[src/hw/ecr_pkg.sv]
// package for the extended control register block: offsets, fields, modes, timing.
// assumes a byte-wide host i/o port already decoded to the parallel port base.
package ecr_pkg;
  localparam logic [10:0] OFS_FIFO = 11'h400; // fifo / capability a
  localparam logic [10:0] OFS_CAPB = 11'h401; // capability b
  localparam logic [10:0] OFS_ECR = 11'h402; // extended control register
  localparam int MODE_HI = 7; // mode field top bit
  localparam int MODE_LO = 5; // mode field low bit
  localparam int BIT_FAULT_DIS = 4; // fault interrupt disable
  localparam int BIT_DMA_EN = 3; // dma enable
  localparam int BIT_SVC_MASK = 2; // service interrupt mask
  localparam int BIT_FULL = 1; // fifo full
  localparam int BIT_EMPTY = 0; // fifo empty
  localparam logic [2:0] ECR_CTRL_RESET = 3'h1; // fault enabled, service masked, dma off
  localparam logic [7:0] CAPB_READ_VAL = 8'h00; // capability b value, no compression
  localparam logic [7:0] CAPA_READ_VAL = 8'h10; // capability a: byte-wide port
  localparam int CLK_HZ = 20_000_000; // system clock rate
  localparam int IRQ_PULSE_NS = 500; // low pulse width on the interrupt line
  localparam int IRQ_PULSE_CYC = (IRQ_PULSE_NS * (CLK_HZ / 1_000_000) + 999) / 1000; // rounded up
  localparam int FIFO_DEPTH = 16; // fifo words
  typedef enum logic [2:0] {
    MODE_STD, MODE_BIDIR, MODE_FIFO, MODE_ECP, MODE_EPP, MODE_RSVD, MODE_TEST, MODE_CFG
  } port_mode_e;
  typedef struct packed {
    logic [10:0] addr; // offset from port base
    logic [7:0] wdata; // write data
    logic wr; // one-cycle write strobe
    logic rd; // one-cycle read strobe
  } host_req_s;
  typedef struct packed {
    logic strobe_oe; // control line output enables
    logic push_pull; // 1: push-pull, 0: open collector
    logic data_oe; // data line output enable
  } drive_s;
endpackage : ecr_pkg

[src/hw/byte_fifo.sv]
// byte fifo with valid/ready on both sides and a flush input.
// assumes a single clock and synchronous flush.
`timescale 1ns/100ps
`default_nettype none
module byte_fifo #(
  parameter int WIDTH = 8,
  parameter int DEPTH = 16
) (
  input wire logic i_clk, // system clock
  input wire logic i_rst_n, // synchronised reset, active low
  input wire logic i_flush, // empties the fifo
  input wire logic i_in_valid, // write side valid
  output logic o_in_ready, // write side ready (not full)
  input wire logic [WIDTH-1:0] i_in_data, // write data
  output logic o_out_valid, // read side valid (not empty)
  input wire logic i_out_ready, // read side ready
  output logic [WIDTH-1:0] o_out_data, // head data
  output logic [$clog2(DEPTH):0] o_count // words held
);
  localparam int AW = $clog2(DEPTH);
  logic [WIDTH-1:0] mem [DEPTH]; // storage array
  logic [AW-1:0] wp_r; // write pointer
  logic [AW-1:0] rp_r; // read pointer
  logic [AW:0] cnt_r; // fill count
  logic push; // accepted write
  logic pop; // accepted read
  assign o_in_ready = (cnt_r != (AW+1)'(DEPTH));
  assign o_out_valid = (cnt_r != '0);
  assign push = i_in_valid & o_in_ready;
  assign pop = i_out_ready & o_out_valid;
  assign o_out_data = mem[rp_r];
  assign o_count = cnt_r;
  // storage has no reset: contents are only read when counted valid
  always_ff @(posedge i_clk) begin
    if (push) begin
      mem[wp_r] <= i_in_data;
    end
  end
  // pointers and count
  always_ff @(posedge i_clk or negedge i_rst_n) begin
    if (!i_rst_n) begin
      wp_r <= '0;
      rp_r <= '0;
      cnt_r <= '0;
    end else if (i_flush) begin
      wp_r <= '0;
      rp_r <= '0;
      cnt_r <= '0;
    end else begin
      if (push) begin
        wp_r <= (wp_r == AW'(DEPTH-1)) ? '0 : wp_r + 1'b1;
      end
      if (pop) begin
        rp_r <= (rp_r == AW'(DEPTH-1)) ? '0 : rp_r + 1'b1;
      end
      if (push && !pop) begin
        cnt_r <= cnt_r + 1'b1;
      end else if (pop && !push) begin
        cnt_r <= cnt_r - 1'b1;
      end
    end
  end
endmodule : byte_fifo
`default_nettype wire

[src/hw/ecp_extended_control.sv]
// extended control register of the parallel port with its fifo, mode decode,
// service/fault interrupt generation and dma request gating.
// assumes host strobes are one-cycle pulses synchronous to i_clk, already qualified by base decode.
`timescale 1ns/100ps
`default_nettype none
module ecp_extended_control
  import ecr_pkg::*;
#(
  parameter int DEPTH = ecr_pkg::FIFO_DEPTH, // fifo depth
  parameter int WR_THRESH = 8, // write_free_threshold
  parameter int RD_THRESH = 8 // read_fill_threshold
) (
  input wire logic i_clk, // 20 mhz system clock
  input wire logic i_reset_n, // async reset, active low
  input wire ecr_pkg::host_req_s i_req, // host i/o request
  output logic [7:0] o_rdata, // read data, registered
  input wire logic i_direction, // direction bit from device control register
  input wire logic i_epp_option_config, // epp support option
  input wire logic i_peripheral_fault_n, // peripheral fault input, active low
  input wire logic i_dma_ack, // dma acknowledge, moves one byte
  input wire logic i_dma_tc, // dma terminal count pulse
  input wire logic [7:0] i_dma_wdata, // dma byte into fifo
  input wire logic [7:0] i_port_rdata, // byte received from the peripheral
  input wire logic i_port_rvalid, // received byte valid
  output logic o_port_rready, // fifo can take a received byte
  output logic [7:0] o_port_wdata, // fifo head for transmit
  output logic o_port_wvalid, // transmit byte available
  input wire logic i_port_wready, // handshake engine takes the head byte
  output logic o_compat_xfer, // compatibility handshake engine enable
  output logic o_ecp_xfer, // ecp handshake engine enable
  output logic o_epp_enable, // epp engine enable
  output ecr_pkg::drive_s o_drive, // pin driver configuration
  output logic o_data_readback_pins, // data port returns pin levels
  output logic o_eff_direction, // effective direction, 1 = input
  output logic o_dma_req, // dma request
  output logic o_irq_out, // interrupt line level when driven
  output logic o_irq_oe // interrupt line output enable
);
  logic [1:0] rst_sync_r; // reset release synchroniser
  logic rst_n; // synchronised reset
  logic [2:0] mode_r; // mode field
  logic fault_dis_r; // fault_irq_disable_n
  logic dma_en_r; // dma_transfer_enable
  logic svc_mask_r; // service_irq_mask
  logic fault_d_r; // previous fault level
  logic [7:0] irq_cnt_r; // pulse length counter
  port_mode_e mode; // typed mode
  logic fifo_modes; // modes using the fifo
  logic wr_ecr; // ecr write
  logic fifo_wr_host; // host writes fifo
  logic fifo_rd_host; // host reads fifo
  logic in_valid; // fifo write valid
  logic [7:0] in_data; // fifo write data
  logic out_ready; // fifo read ready
  logic in_ready; // fifo not full
  logic out_valid; // fifo not empty
  logic [7:0] head; // fifo head
  logic [$clog2(DEPTH):0] count; // fifo fill
  logic [7:0] last_rd_r; // last byte read, reread on underrun
  logic svc_cond; // service condition
  logic svc_irq; // service interrupt event
  logic fault_irq; // fault interrupt event
  logic fault_ecp; // fault logic active
  // release reset through two flops; first flop feeds only the second
  always_ff @(posedge i_clk or negedge i_reset_n) begin
    if (!i_reset_n) begin
      rst_sync_r <= 2'h0;
    end else begin
      rst_sync_r <= {rst_sync_r[0], 1'b1};
    end
  end
  assign rst_n = rst_sync_r[1];
  assign mode = port_mode_e'(mode_r);
  assign wr_ecr = i_req.wr && (i_req.addr == OFS_ECR);
  // direction forced to output in standard and compatibility fifo modes
  assign o_eff_direction = (mode == MODE_STD || mode == MODE_FIFO) ? 1'b0 : i_direction;
  // fifo is used by fifo, ecp and test modes; reserved mode stays idle
  assign fifo_modes = (mode == MODE_FIFO) || (mode == MODE_ECP) || (mode == MODE_TEST);
  // mode decode for engines and drivers
  always_comb begin
    o_compat_xfer = (mode == MODE_FIFO);
    o_ecp_xfer = (mode == MODE_ECP);
    o_epp_enable = (mode == MODE_EPP) && i_epp_option_config;
    o_drive.strobe_oe = 1'b1;
    o_drive.push_pull = (mode != MODE_STD);
    o_drive.data_oe = !o_eff_direction;
    o_data_readback_pins = (mode != MODE_STD);
  end
  // fifo write: ecp data and command offsets share one queue in ecp forward
  assign fifo_wr_host = i_req.wr && (i_req.addr == OFS_FIFO || (mode == MODE_ECP && i_req.addr == 11'h000))
                        && fifo_modes && (mode != MODE_CFG);
  assign fifo_rd_host = i_req.rd && (i_req.addr == OFS_FIFO) && fifo_modes;
  // a host write, a dma byte in the forward direction, or a received byte in ecp reverse
  always_comb begin
    in_valid = 1'b0;
    in_data = i_req.wdata;
    o_port_rready = 1'b0;
    if (fifo_wr_host) begin
      in_valid = 1'b1;
    end else if (i_dma_ack && o_dma_req && !o_eff_direction) begin
      in_valid = 1'b1;
      in_data = i_dma_wdata;
    end else if (mode == MODE_ECP && o_eff_direction) begin
      o_port_rready = in_ready;
      in_valid = i_port_rvalid;
      in_data = i_port_rdata;
    end
  end
  // test mode never feeds the port; transmit only in compat or ecp forward
  assign o_port_wvalid = out_valid && !o_eff_direction && (o_compat_xfer || o_ecp_xfer);
  assign o_port_wdata = head;
  assign out_ready = fifo_rd_host || (o_port_wvalid && i_port_wready) ||
                     (i_dma_ack && o_dma_req && o_eff_direction);
  byte_fifo #(.WIDTH(8), .DEPTH(DEPTH)) u_fifo (
    .i_clk(i_clk),
    .i_rst_n(rst_n),
    .i_flush(!fifo_modes),
    .i_in_valid(in_valid),
    .o_in_ready(in_ready),
    .i_in_data(in_data),
    .o_out_valid(out_valid),
    .i_out_ready(out_ready),
    .o_out_data(head),
    .o_count(count)
  );
  // control fields of the ecr; hardware set of the mask wins over a software clear
  always_ff @(posedge i_clk or negedge rst_n) begin
    if (!rst_n) begin
      mode_r <= 3'h0;
      {fault_dis_r, dma_en_r, svc_mask_r} <= ECR_CTRL_RESET;
    end else begin
      if (wr_ecr) begin
        mode_r <= i_req.wdata[MODE_HI:MODE_LO];
        fault_dis_r <= i_req.wdata[BIT_FAULT_DIS];
        dma_en_r <= i_req.wdata[BIT_DMA_EN];
        svc_mask_r <= i_req.wdata[BIT_SVC_MASK];
      end
      if (svc_irq) begin
        svc_mask_r <= 1'b1;
      end
    end
  end
  // service condition per case; checked every cycle so clearing the mask fires at once
  always_comb begin
    if (dma_en_r) begin
      svc_cond = i_dma_tc;
    end else if (!o_eff_direction) begin
      svc_cond = fifo_modes && ((DEPTH - int'(count)) >= WR_THRESH);
    end else begin
      svc_cond = fifo_modes && (int'(count) >= RD_THRESH);
    end
  end
  // mask held or being written to one suppresses; writing one never fires
  assign svc_irq = svc_cond && !svc_mask_r && !(wr_ecr && i_req.wdata[BIT_SVC_MASK]);
  // dma requests need enable and a clear mask
  assign o_dma_req = dma_en_r && !svc_mask_r && fifo_modes &&
                     (o_eff_direction ? out_valid : in_ready);
  // fault edge tracking
  always_ff @(posedge i_clk or negedge rst_n) begin
    if (!rst_n) begin
      fault_d_r <= 1'b1;
    end else begin
      fault_d_r <= i_peripheral_fault_n;
    end
  end
  assign fault_ecp = (mode == MODE_ECP);
  // falling edge while enabled, or enabling while the fault is already low
  assign fault_irq = fault_ecp && (
                     (!fault_dis_r && fault_d_r && !i_peripheral_fault_n) ||
                     (wr_ecr && fault_dis_r && !i_req.wdata[BIT_FAULT_DIS] && !i_peripheral_fault_n));
  // low pulse of fixed length, then the line is released for sharing
  always_ff @(posedge i_clk or negedge rst_n) begin
    if (!rst_n) begin
      irq_cnt_r <= 8'h00;
    end else if (svc_irq || fault_irq) begin
      irq_cnt_r <= 8'(IRQ_PULSE_CYC);
    end else if (irq_cnt_r != 8'h00) begin
      irq_cnt_r <= irq_cnt_r - 8'h01;
    end
  end
  assign o_irq_out = 1'b0;
  assign o_irq_oe = (irq_cnt_r != 8'h00);
  // remember the last byte read so an underrun in test mode rereads it
  always_ff @(posedge i_clk or negedge rst_n) begin
    if (!rst_n) begin
      last_rd_r <= 8'h00;
    end else if (fifo_rd_host && out_valid) begin
      last_rd_r <= head;
    end
  end
  // read data; capability registers replace the fifo in configuration mode
  always_ff @(posedge i_clk or negedge rst_n) begin
    if (!rst_n) begin
      o_rdata <= 8'h00;
    end else if (i_req.rd) begin
      if (i_req.addr == OFS_ECR) begin
        o_rdata <= {mode_r, fault_dis_r, dma_en_r, svc_mask_r, !in_ready, !out_valid};
      end else if (mode == MODE_CFG && i_req.addr == OFS_FIFO) begin
        o_rdata <= CAPA_READ_VAL;
      end else if (mode == MODE_CFG && i_req.addr == OFS_CAPB) begin
        o_rdata <= {CAPB_READ_VAL[7], o_irq_oe, CAPB_READ_VAL[5:0]};
      end else if (fifo_rd_host) begin
        o_rdata <= out_valid ? head : last_rd_r;
      end else begin
        o_rdata <= 8'h00;
      end
    end
  end
endmodule : ecp_extended_control
`default_nettype wire

[config.mk]
export PLATFORM = sky130hd
export DESIGN_NAME = ecp_extended_control
export DESIGN_NICKNAME = d
export VERILOG_FILES = /design/src/hw/ecr_pkg.sv /design/src/hw/byte_fifo.sv /design/src/hw/ecp_extended_control.sv
export SDC_FILE = /design/constraint.sdc
export NUM_CORES = 1
export LEC_CHECK = 0
export ABC_AREA = 1
export BUFFER_PORTS_ARGS = -buffer_cell sky130_fd_sc_hd__buf_4
export CAP_MARGIN = 40
export CORE_UTILIZATION = 40
export DETAILED_ROUTE_END_ITERATION = 10
export GPL_ROUTABILITY_DRIVEN = 0
export GPL_TIMING_DRIVEN = 0
export SLEW_MARGIN = 5
export SYNTH_ARGS = -nofsm -noshare
export SYNTH_HDL_FRONTEND = slang
export SYNTH_SLANG_ARGS = --single-unit
[constraint.sdc]
create_clock -name i_clk -period 3.3 [get_ports i_clk]
set_input_delay 0.66 -clock i_clk [delete_from_list [all_inputs] [get_ports i_clk]]
set_output_delay 0.66 -clock i_clk [all_outputs]
set_load 0.005 [all_outputs]
# Word-level counts from Yosys, hierarchy flattened
# Memory sizes are Yosys's and may differ from the RTL's.
# Index checks and enable logic that the tools add are counted.
# W data, S select, Z words.
dict set report op_classes {
  bitwise_logic 2
  n_mux 33
  n_reduce_logical 59
  n_addsub 6
  magnitude_cmp 2
  eq_ne 15
}
# cell n
set op_table {}
lappend op_table {{$mux W8} 10}
lappend op_table {{$logic_and A1 B1 Y1} 34}
lappend op_table {{$eq A11 B11 Y1 const B} 3}
lappend op_table {{$mux W4} 6}
lappend op_table {{$mux W5} 3}
lappend op_table {{$mux W1} 14}
lappend op_table {{$logic_not A11 Y1} 1}
lappend op_table {{$logic_not A1 Y1} 10}
lappend op_table {{$eq A3 B3 Y1 const B} 3}
lappend op_table {{$add A4 B1 Y4 const B} 2}
lappend op_table {{$eq A4 B4 Y1 const B} 2}
lappend op_table {{$logic_or A1 B1 Y1} 8}
lappend op_table {{$reduce_bool A8 Y1} 1}
lappend op_table {{$sub A8 B1 Y8 const B} 1}
lappend op_table {{$eq A3 B2 Y1 const B} 2}
lappend op_table {{$ge A6 B5 Y1 const B} 1}
lappend op_table {{$sub A5 B5 Y6 const A} 1}
lappend op_table {{$add A5 B1 Y5 const B} 1}
lappend op_table {{$ge A5 B4 Y1 const B} 1}
lappend op_table {{$ne A5 B5 Y1 const B} 1}
lappend op_table {{$reduce_bool A5 Y1} 1}
lappend op_table {{$sub A5 B1 Y5 const B} 1}
lappend op_table {{$ne A2 B1 Y1 const B} 2}
lappend op_table {{$reduce_bool A2 Y1} 2}
lappend op_table {{other kinds (5)} 6}
dict set report totals {
  n_memories 1
  ram_bits 128
  reg_bits 46
  word_cells 130
  out_inout_bits 29
  inputBits 46
}
# memory words width rd rd_ports_with_merged_regs wr line
set mem_list {}
lappend mem_list {u_fifo.mem 16 8 1 0 1 byte_fifo.sv:21} ;# logic [WIDTH-1:0] mem [DEPTH];

# Logic depth before layout (Yosys ltp)
dict set report depth {
  ltp_word 15
  depth_mapped 18
  ltp_nobuf 18
}

# By module
# From an unflattened synthesis, not the netlist that was laid out.
dict set report hier_totals {
  cells_unflattened 979
  area_unflattened_um2 8704.6
}
# module cells_per_inst seq_area_each_um2 instances area_per_inst_um2
set modules_own_cells {}
lappend modules_own_cells {byte_fifo 638 4169.0 1 6382.4}
lappend modules_own_cells {ecp_extended_control 341 828.3 1 2322.2}

# Worst setup path after synthesis
# OpenSTA, ideal clock, no wires.
dict set report synth_path {
  path_type {reg-to-reg}
  start {reg u_fifo.cnt_r[0] (netlist: u_fifo.o_count[0])}
  end {reg u_fifo.cnt_r[4] (netlist: u_fifo.o_count[4])}
  required_ns 3.183
  stages_incl_launch_ff 19
  setup_ns 0.117
  arrival_time_ns 2.486
  period_less_slack_ns 2.603
  setup_slack_ns 0.697
  n_path_buf 0
  path_cell_list {dfrtp_1 -> inv_1 -> nand3_1 -> nor2_1 -> ha_1 -> inv_1 -> nor2_4 -> nor2_8 -> nand3_2 -> nand2_2 -> nand2_2 -> nand2_4 -> fa_1 -> nand2_1 -> nand2_1 -> a21oi_1 -> nand3_1 -> nand3_1 -> nand2_1}
}
dict set report synth_between {
  elab_chain_len 11
  word_cells_on_any_way 26
  cone_classes {add/sub: 2; eq/ne: 2; mux: 6; bitwise: 2; reduce/logical: 14}
}
# element line
set synth_lines {}
lappend synth_lines {{start: declaration} byte_fifo.sv:24} ;# logic [AW:0] cnt_r;
lappend synth_lines {{start signal: assignment} byte_fifo.sv:57} ;# cnt_r <= cnt_r + 1'b1;
lappend synth_lines {{start signal: assignment} byte_fifo.sv:59} ;# cnt_r <= cnt_r - 1'b1;
lappend synth_lines {{$ne A5 B5 Y1 / $reduce_bool A5 Y1 (equally long branches)} {byte_fifo.sv:27, byte_fifo.sv:28}}
lappend synth_lines {{$mux W1 (*)} ecp_extended_control.sv:157} ;# (o_eff_direction ? out_valid : in_ready);
lappend synth_lines {{$logic_and A1 B1 Y1 (*)} ecp_extended_control.sv:156} ;# assign o_dma_req = dma_en_r && !svc_mask_r && fifo_modes &&
lappend synth_lines {{net o_dma_req} ecp_extended_control.sv:35} ;# output logic o_dma_req,
lappend synth_lines {{$logic_and A1 B1 Y1 (*)} {ecp_extended_control.sv:100, ecp_extended_control.sv:113}}
lappend synth_lines {{$logic_and A1 B1 Y1 (on tied branches)} {ecp_extended_control.sv:100, ecp_extended_control.sv:113}}
lappend synth_lines {{$mux W1 / $logic_or A1 B1 Y1 (equally long branches)} {ecp_extended_control.sv:100, ecp_extended_control.sv:112}}
lappend synth_lines {{$mux W1 / $and A1 B1 Y1 (equally long branches)} {ecp_extended_control.sv:98, byte_fifo.sv:30}}
lappend synth_lines {{$and A1 B1 Y1 / $logic_not A1 Y1 (equally long branches)} {byte_fifo.sv:29, byte_fifo.sv:56}}
lappend synth_lines {{$logic_not A1 Y1 / $logic_and A1 B1 Y1 (equally long branches)} {byte_fifo.sv:58, byte_fifo.sv:56}}
lappend synth_lines {{$logic_and A1 B1 Y1 / $mux W5 (equally long branches)} {byte_fifo.sv:58, byte_fifo.sv:56}}
lappend synth_lines {{$ne A3 B1 Y1 (no line) / $mux W5 (equally long branches)} n/a}
# Mark *: on every way through the listed nets, which the timed path passes. The rest lies on a longest branch. The select of a mux whose other input is x is not followed.
# A chain may end at the register's enable or synchronous reset.

# Worst setup path in the final report
dict set report layout_path {
  start {reg u_fifo.cnt_r[0] (netlist: u_fifo.o_count[0])}
  end {mem u_fifo.mem[4][6], data pin}
}
dict set report layout_between {
  elab_chain_len 7
  word_cells_on_any_way 8
  cone_classes {eq/ne: 1; mux: 3; reduce/logical: 4}
}
# element line
set layout_lines {}
lappend layout_lines {{$ne A5 B5 Y1 / $reduce_bool A5 Y1 (equally long branches)} {byte_fifo.sv:27, byte_fifo.sv:28}}
lappend layout_lines {{$mux W1 (*)} ecp_extended_control.sv:157}
lappend layout_lines {{$logic_and A1 B1 Y1 (*)} ecp_extended_control.sv:156}
lappend layout_lines {{$logic_and A1 B1 Y1 (*) (2 in a row)} ecp_extended_control.sv:100} ;# end else if (i_dma_ack && o_dma_req && !o_eff_direction) begin
lappend layout_lines {{$mux W8 (*)} ecp_extended_control.sv:100}
lappend layout_lines {{$mux W8 (*)} ecp_extended_control.sv:98} ;# if (fifo_wr_host) begin
lappend layout_lines {{net in_data[6]} ecp_extended_control.sv:53} ;# logic [7:0] in_data;
lappend layout_lines {{end: declaration} byte_fifo.sv:21}
# Mark *: on every way through the listed nets, which the timed path passes. The rest lies on a longest branch.

==> impl_metrics.csv <==
group,metric,value,unit
outcome,status,"finished clean",
sta,slew_headroom,37.5,%
layout,layout_commonest_cell,"nor2_1",
routing,vias_per_cell,5.20,
yosys,synth_top_area_share,48.0,%
sta,rsz0062_at_grt,"false",
routing,wl_per_cell,18.3,um
layout,mostFrequentLayoutCells,"nor2_1 (141), edfxtp_1 (128), o21ai_0 (105)",
sta,fmax,0.326,GHz
routing,drtIter0Drc,599,
sta,final_max_slew_viol_count,0,
yosys,syn_area,0.00801,sq mm
die,io_pins,75,
layout,n_antenna_cell,0,
die,core_area,0.0195,sq mm
routing,drt_pass1_iterations,5,
sta,clock-skew-final,16.1,ps
sta,fin_ws,231,ps
sta,setup_viol_count_final,0,
global_routing,grt_pass1_wl,32900,um
place,place_worst_setup_slack,209,ps
die,row_count,51,
clock_tree,htreeDepth,4,
yosys,yosys-top-cells-area,"edfxtp_1 (48%), dfrtp_1 (14%), o21ai_0 (6.6%)",
global_routing,grt_max_degree,32,
sta,tightest_slew,934,ps
setup_path,worstPathMaxFanout,16,
layout,nNetsFinal,947,
layout,drive_gt1_share,18.3,%
sta,finalCritPeriodShare,93.0,%
yosys,synth_cells,787,
clock_tree,cts_tree,"yes",
power_and_ir_drop,p_leak,0.00377,uW
die,fp.dieW,144,um
yosys,syn_avg_cell_area,10.2,sq um
place,dp_hpwl,15100,um
setup_path,critPathLaunchType,"register",
sta,finalCriticalPeriod,3070,ps
global_routing,grt_util_all_layers,21.9,%
routing,routed_wl,21400,um
sta,hold_slack,188,ps
flow_run,drv_cap,0,
place,numPortBuffers,72,
yosys,yosys_warnings,0,
clock_tree,cts.clk_slew.worst_paths,70,ps
yosys,synth_area_leader_cell,"edfxtp_1",
clock_tree,clk_latency,430,ps
power_and_ir_drop,power.density,512,mW/mm^2
setup_path,r2r_setup_slack,230,ps
layout,final-seq-area,0.00500,sq mm
clock_tree,cts_buffer_depth,2,
hold_path,hp-class,"register to async pin",
clock_tree,cts_sinks,174,
layout,fillerInstances,1817,
layout,area_growth,20.6,%
routing,postRouteAntennaNets,0,
yosys,seq_area_frac_synth,62.4,%
routing,vias,6059,
layout,multi_input_area,0.00271,sq mm
clock_tree,numCtsBuffers,17,
yosys,ys_ff_latch,174,
global_routing,antenna_found_initial,0,
die,die_h,144,um
routing,drcViolationCount,0,
setup_path,cp.required,3390,ps
yosys,synth_cell_types,37,
power_and_ir_drop,vdd_drop_max,363,uV
die,initial_core_util,41.0,%
die,die_area,0.0206,sq mm
global_routing,grt-ovfl-total,0,
clock_tree,cts_root_buf,"clkbuf_16",
setup_path,setup.worst_path.end_class,"register",
sta,hold_viol_final,0,
setup_path,arrival,3160,ps
setup_path,path_class,"register to register",
global_routing,grt_pass1_vias,5769,
state kept, by name (all words and copies together) (netlist names):
signal	flops
dma_en_r	1
fault_d_r	1
fault_dis_r	1
irq_cnt_r	8
last_rd_r	8
mode	3
o_rdata	8
rst_sync_r	2
svc_mask_r	1
u_fifo.mem	128
u_fifo.o_count	5
u_fifo.rp_r	4
u_fifo.wp_r	4
through the flow:
stage               power [uW]  utilization [%]  cell area (sq um)  instances  setup TNS, ps
finish                    4950             49.5               9660       1166              0
global route              5100             49.5               9660       1166              0
CTS                       4960             49.3               9620       1164              0
detailed placement        2910             46.1               9000       1131              0
global placement          2900             45.5               8890       1125         -30190
floorplan                 2750                -               8020        788              0
cell usage after synthesis:
cell type,instances
a21oi_1,9
a21oi_2,1
a21oi_4,2
a31oi_1,9
buf_2,7
buf_4,3
clkbuf_1,21
clkinv_1,1
conb_1,2
dfrtp_1,44
dfstp_2,2
edfxtp_1,128
fa_1,1
ha_1,12
inv_1,60
inv_2,2
nand2_1,102
nand2_2,7
nand2_4,3
nand3_1,50
nand3_2,1
nand3_4,1
nand3b_1,1
nand4_1,8
nor2_1,141
nor2_2,2
nor2_4,2
nor2_8,2
nor3_1,7
nor4_1,1
o211ai_1,17
o21ai_0,106
o21ai_1,2
o22ai_1,20
o31ai_1,1
xnor2_1,4
xor2_1,5
where the power goes:
part / internal (uW) / switching [uW]
combinational: 176 / 229
clock: 1200 / 872
sequential: 2410 / 50.8
total: 3790 / 1150
per-layer routing:
metal	track usage [%]	part of all wire (%)
met1	30.3	46
met2	34.8	48
met3	4.23	5.4
met4	6.89	1.4
met5	0	0
kinds of logic (layout without fill, tap and decap cells):
kind of cell    Yosys count  after routing  synth area share [%]
compound gates          167            167                  11.8
xor+xnor                  9              9                 0.984
fa+ha+maj                13             13                  2.12
buf+inv                  94            207                  4.65
flops                   174            174                  62.4
other cells               2              3                0.0937
simple gates            328            328                  18.0
critical path: stages, from the launching register on:
cell and delay [ps]:
dfrtp_1 420, inv_1 100, nand3_1 140, nor2_1 180
ha_2 270, inv_1 120, nor2_4 180, nor2_8 60
nand3_4 70, buf_2 230, o21ai_0 150, a31oi_2 800
path summary, 6_finish.rpt:
check                                          start           endpoint  depth (start not counted)
worst max-delay path               u_fifo.o_count[0]   u_fifo.mem[4][6]                         11
min in group i_clk              i_peripheral_fault_n          fault_d_r                          1
max in group asynchronous              rst_sync_r[1]       irq_cnt_r[2]                          1
worst min-delay path                   rst_sync_r[1]  u_fifo.o_count[4]                          0
worst max register to register     u_fifo.o_count[0]   u_fifo.mem[4][6]                         11
worst min register to register         rst_sync_r[1]  u_fifo.o_count[4]                          0
layout make-up:
| type | count | area share, % |
|---|---|---|
| buffer | 31 | 1.50 |
| inverter | 63 | 2.45 |
| tap | 265 | 3.43 |
| multi-input combinational | 520 | 28.0 |
| sequential | 174 | 51.7 |
| clock inverter | 15 | 1.88 |
| clock buffer | 17 | 4.40 |
| timing repair buffer | 81 | 6.60 |
repair_timing:
action                                  4_1_cts  5_1_grt
hold buffers                                  1        0
endpoints found under the setup margin        0       36
gates resized for setup                       0       19
hold endpoints to repair                      2        0
setup buffers                                 0        0
(Power assumes the default switching activity.)
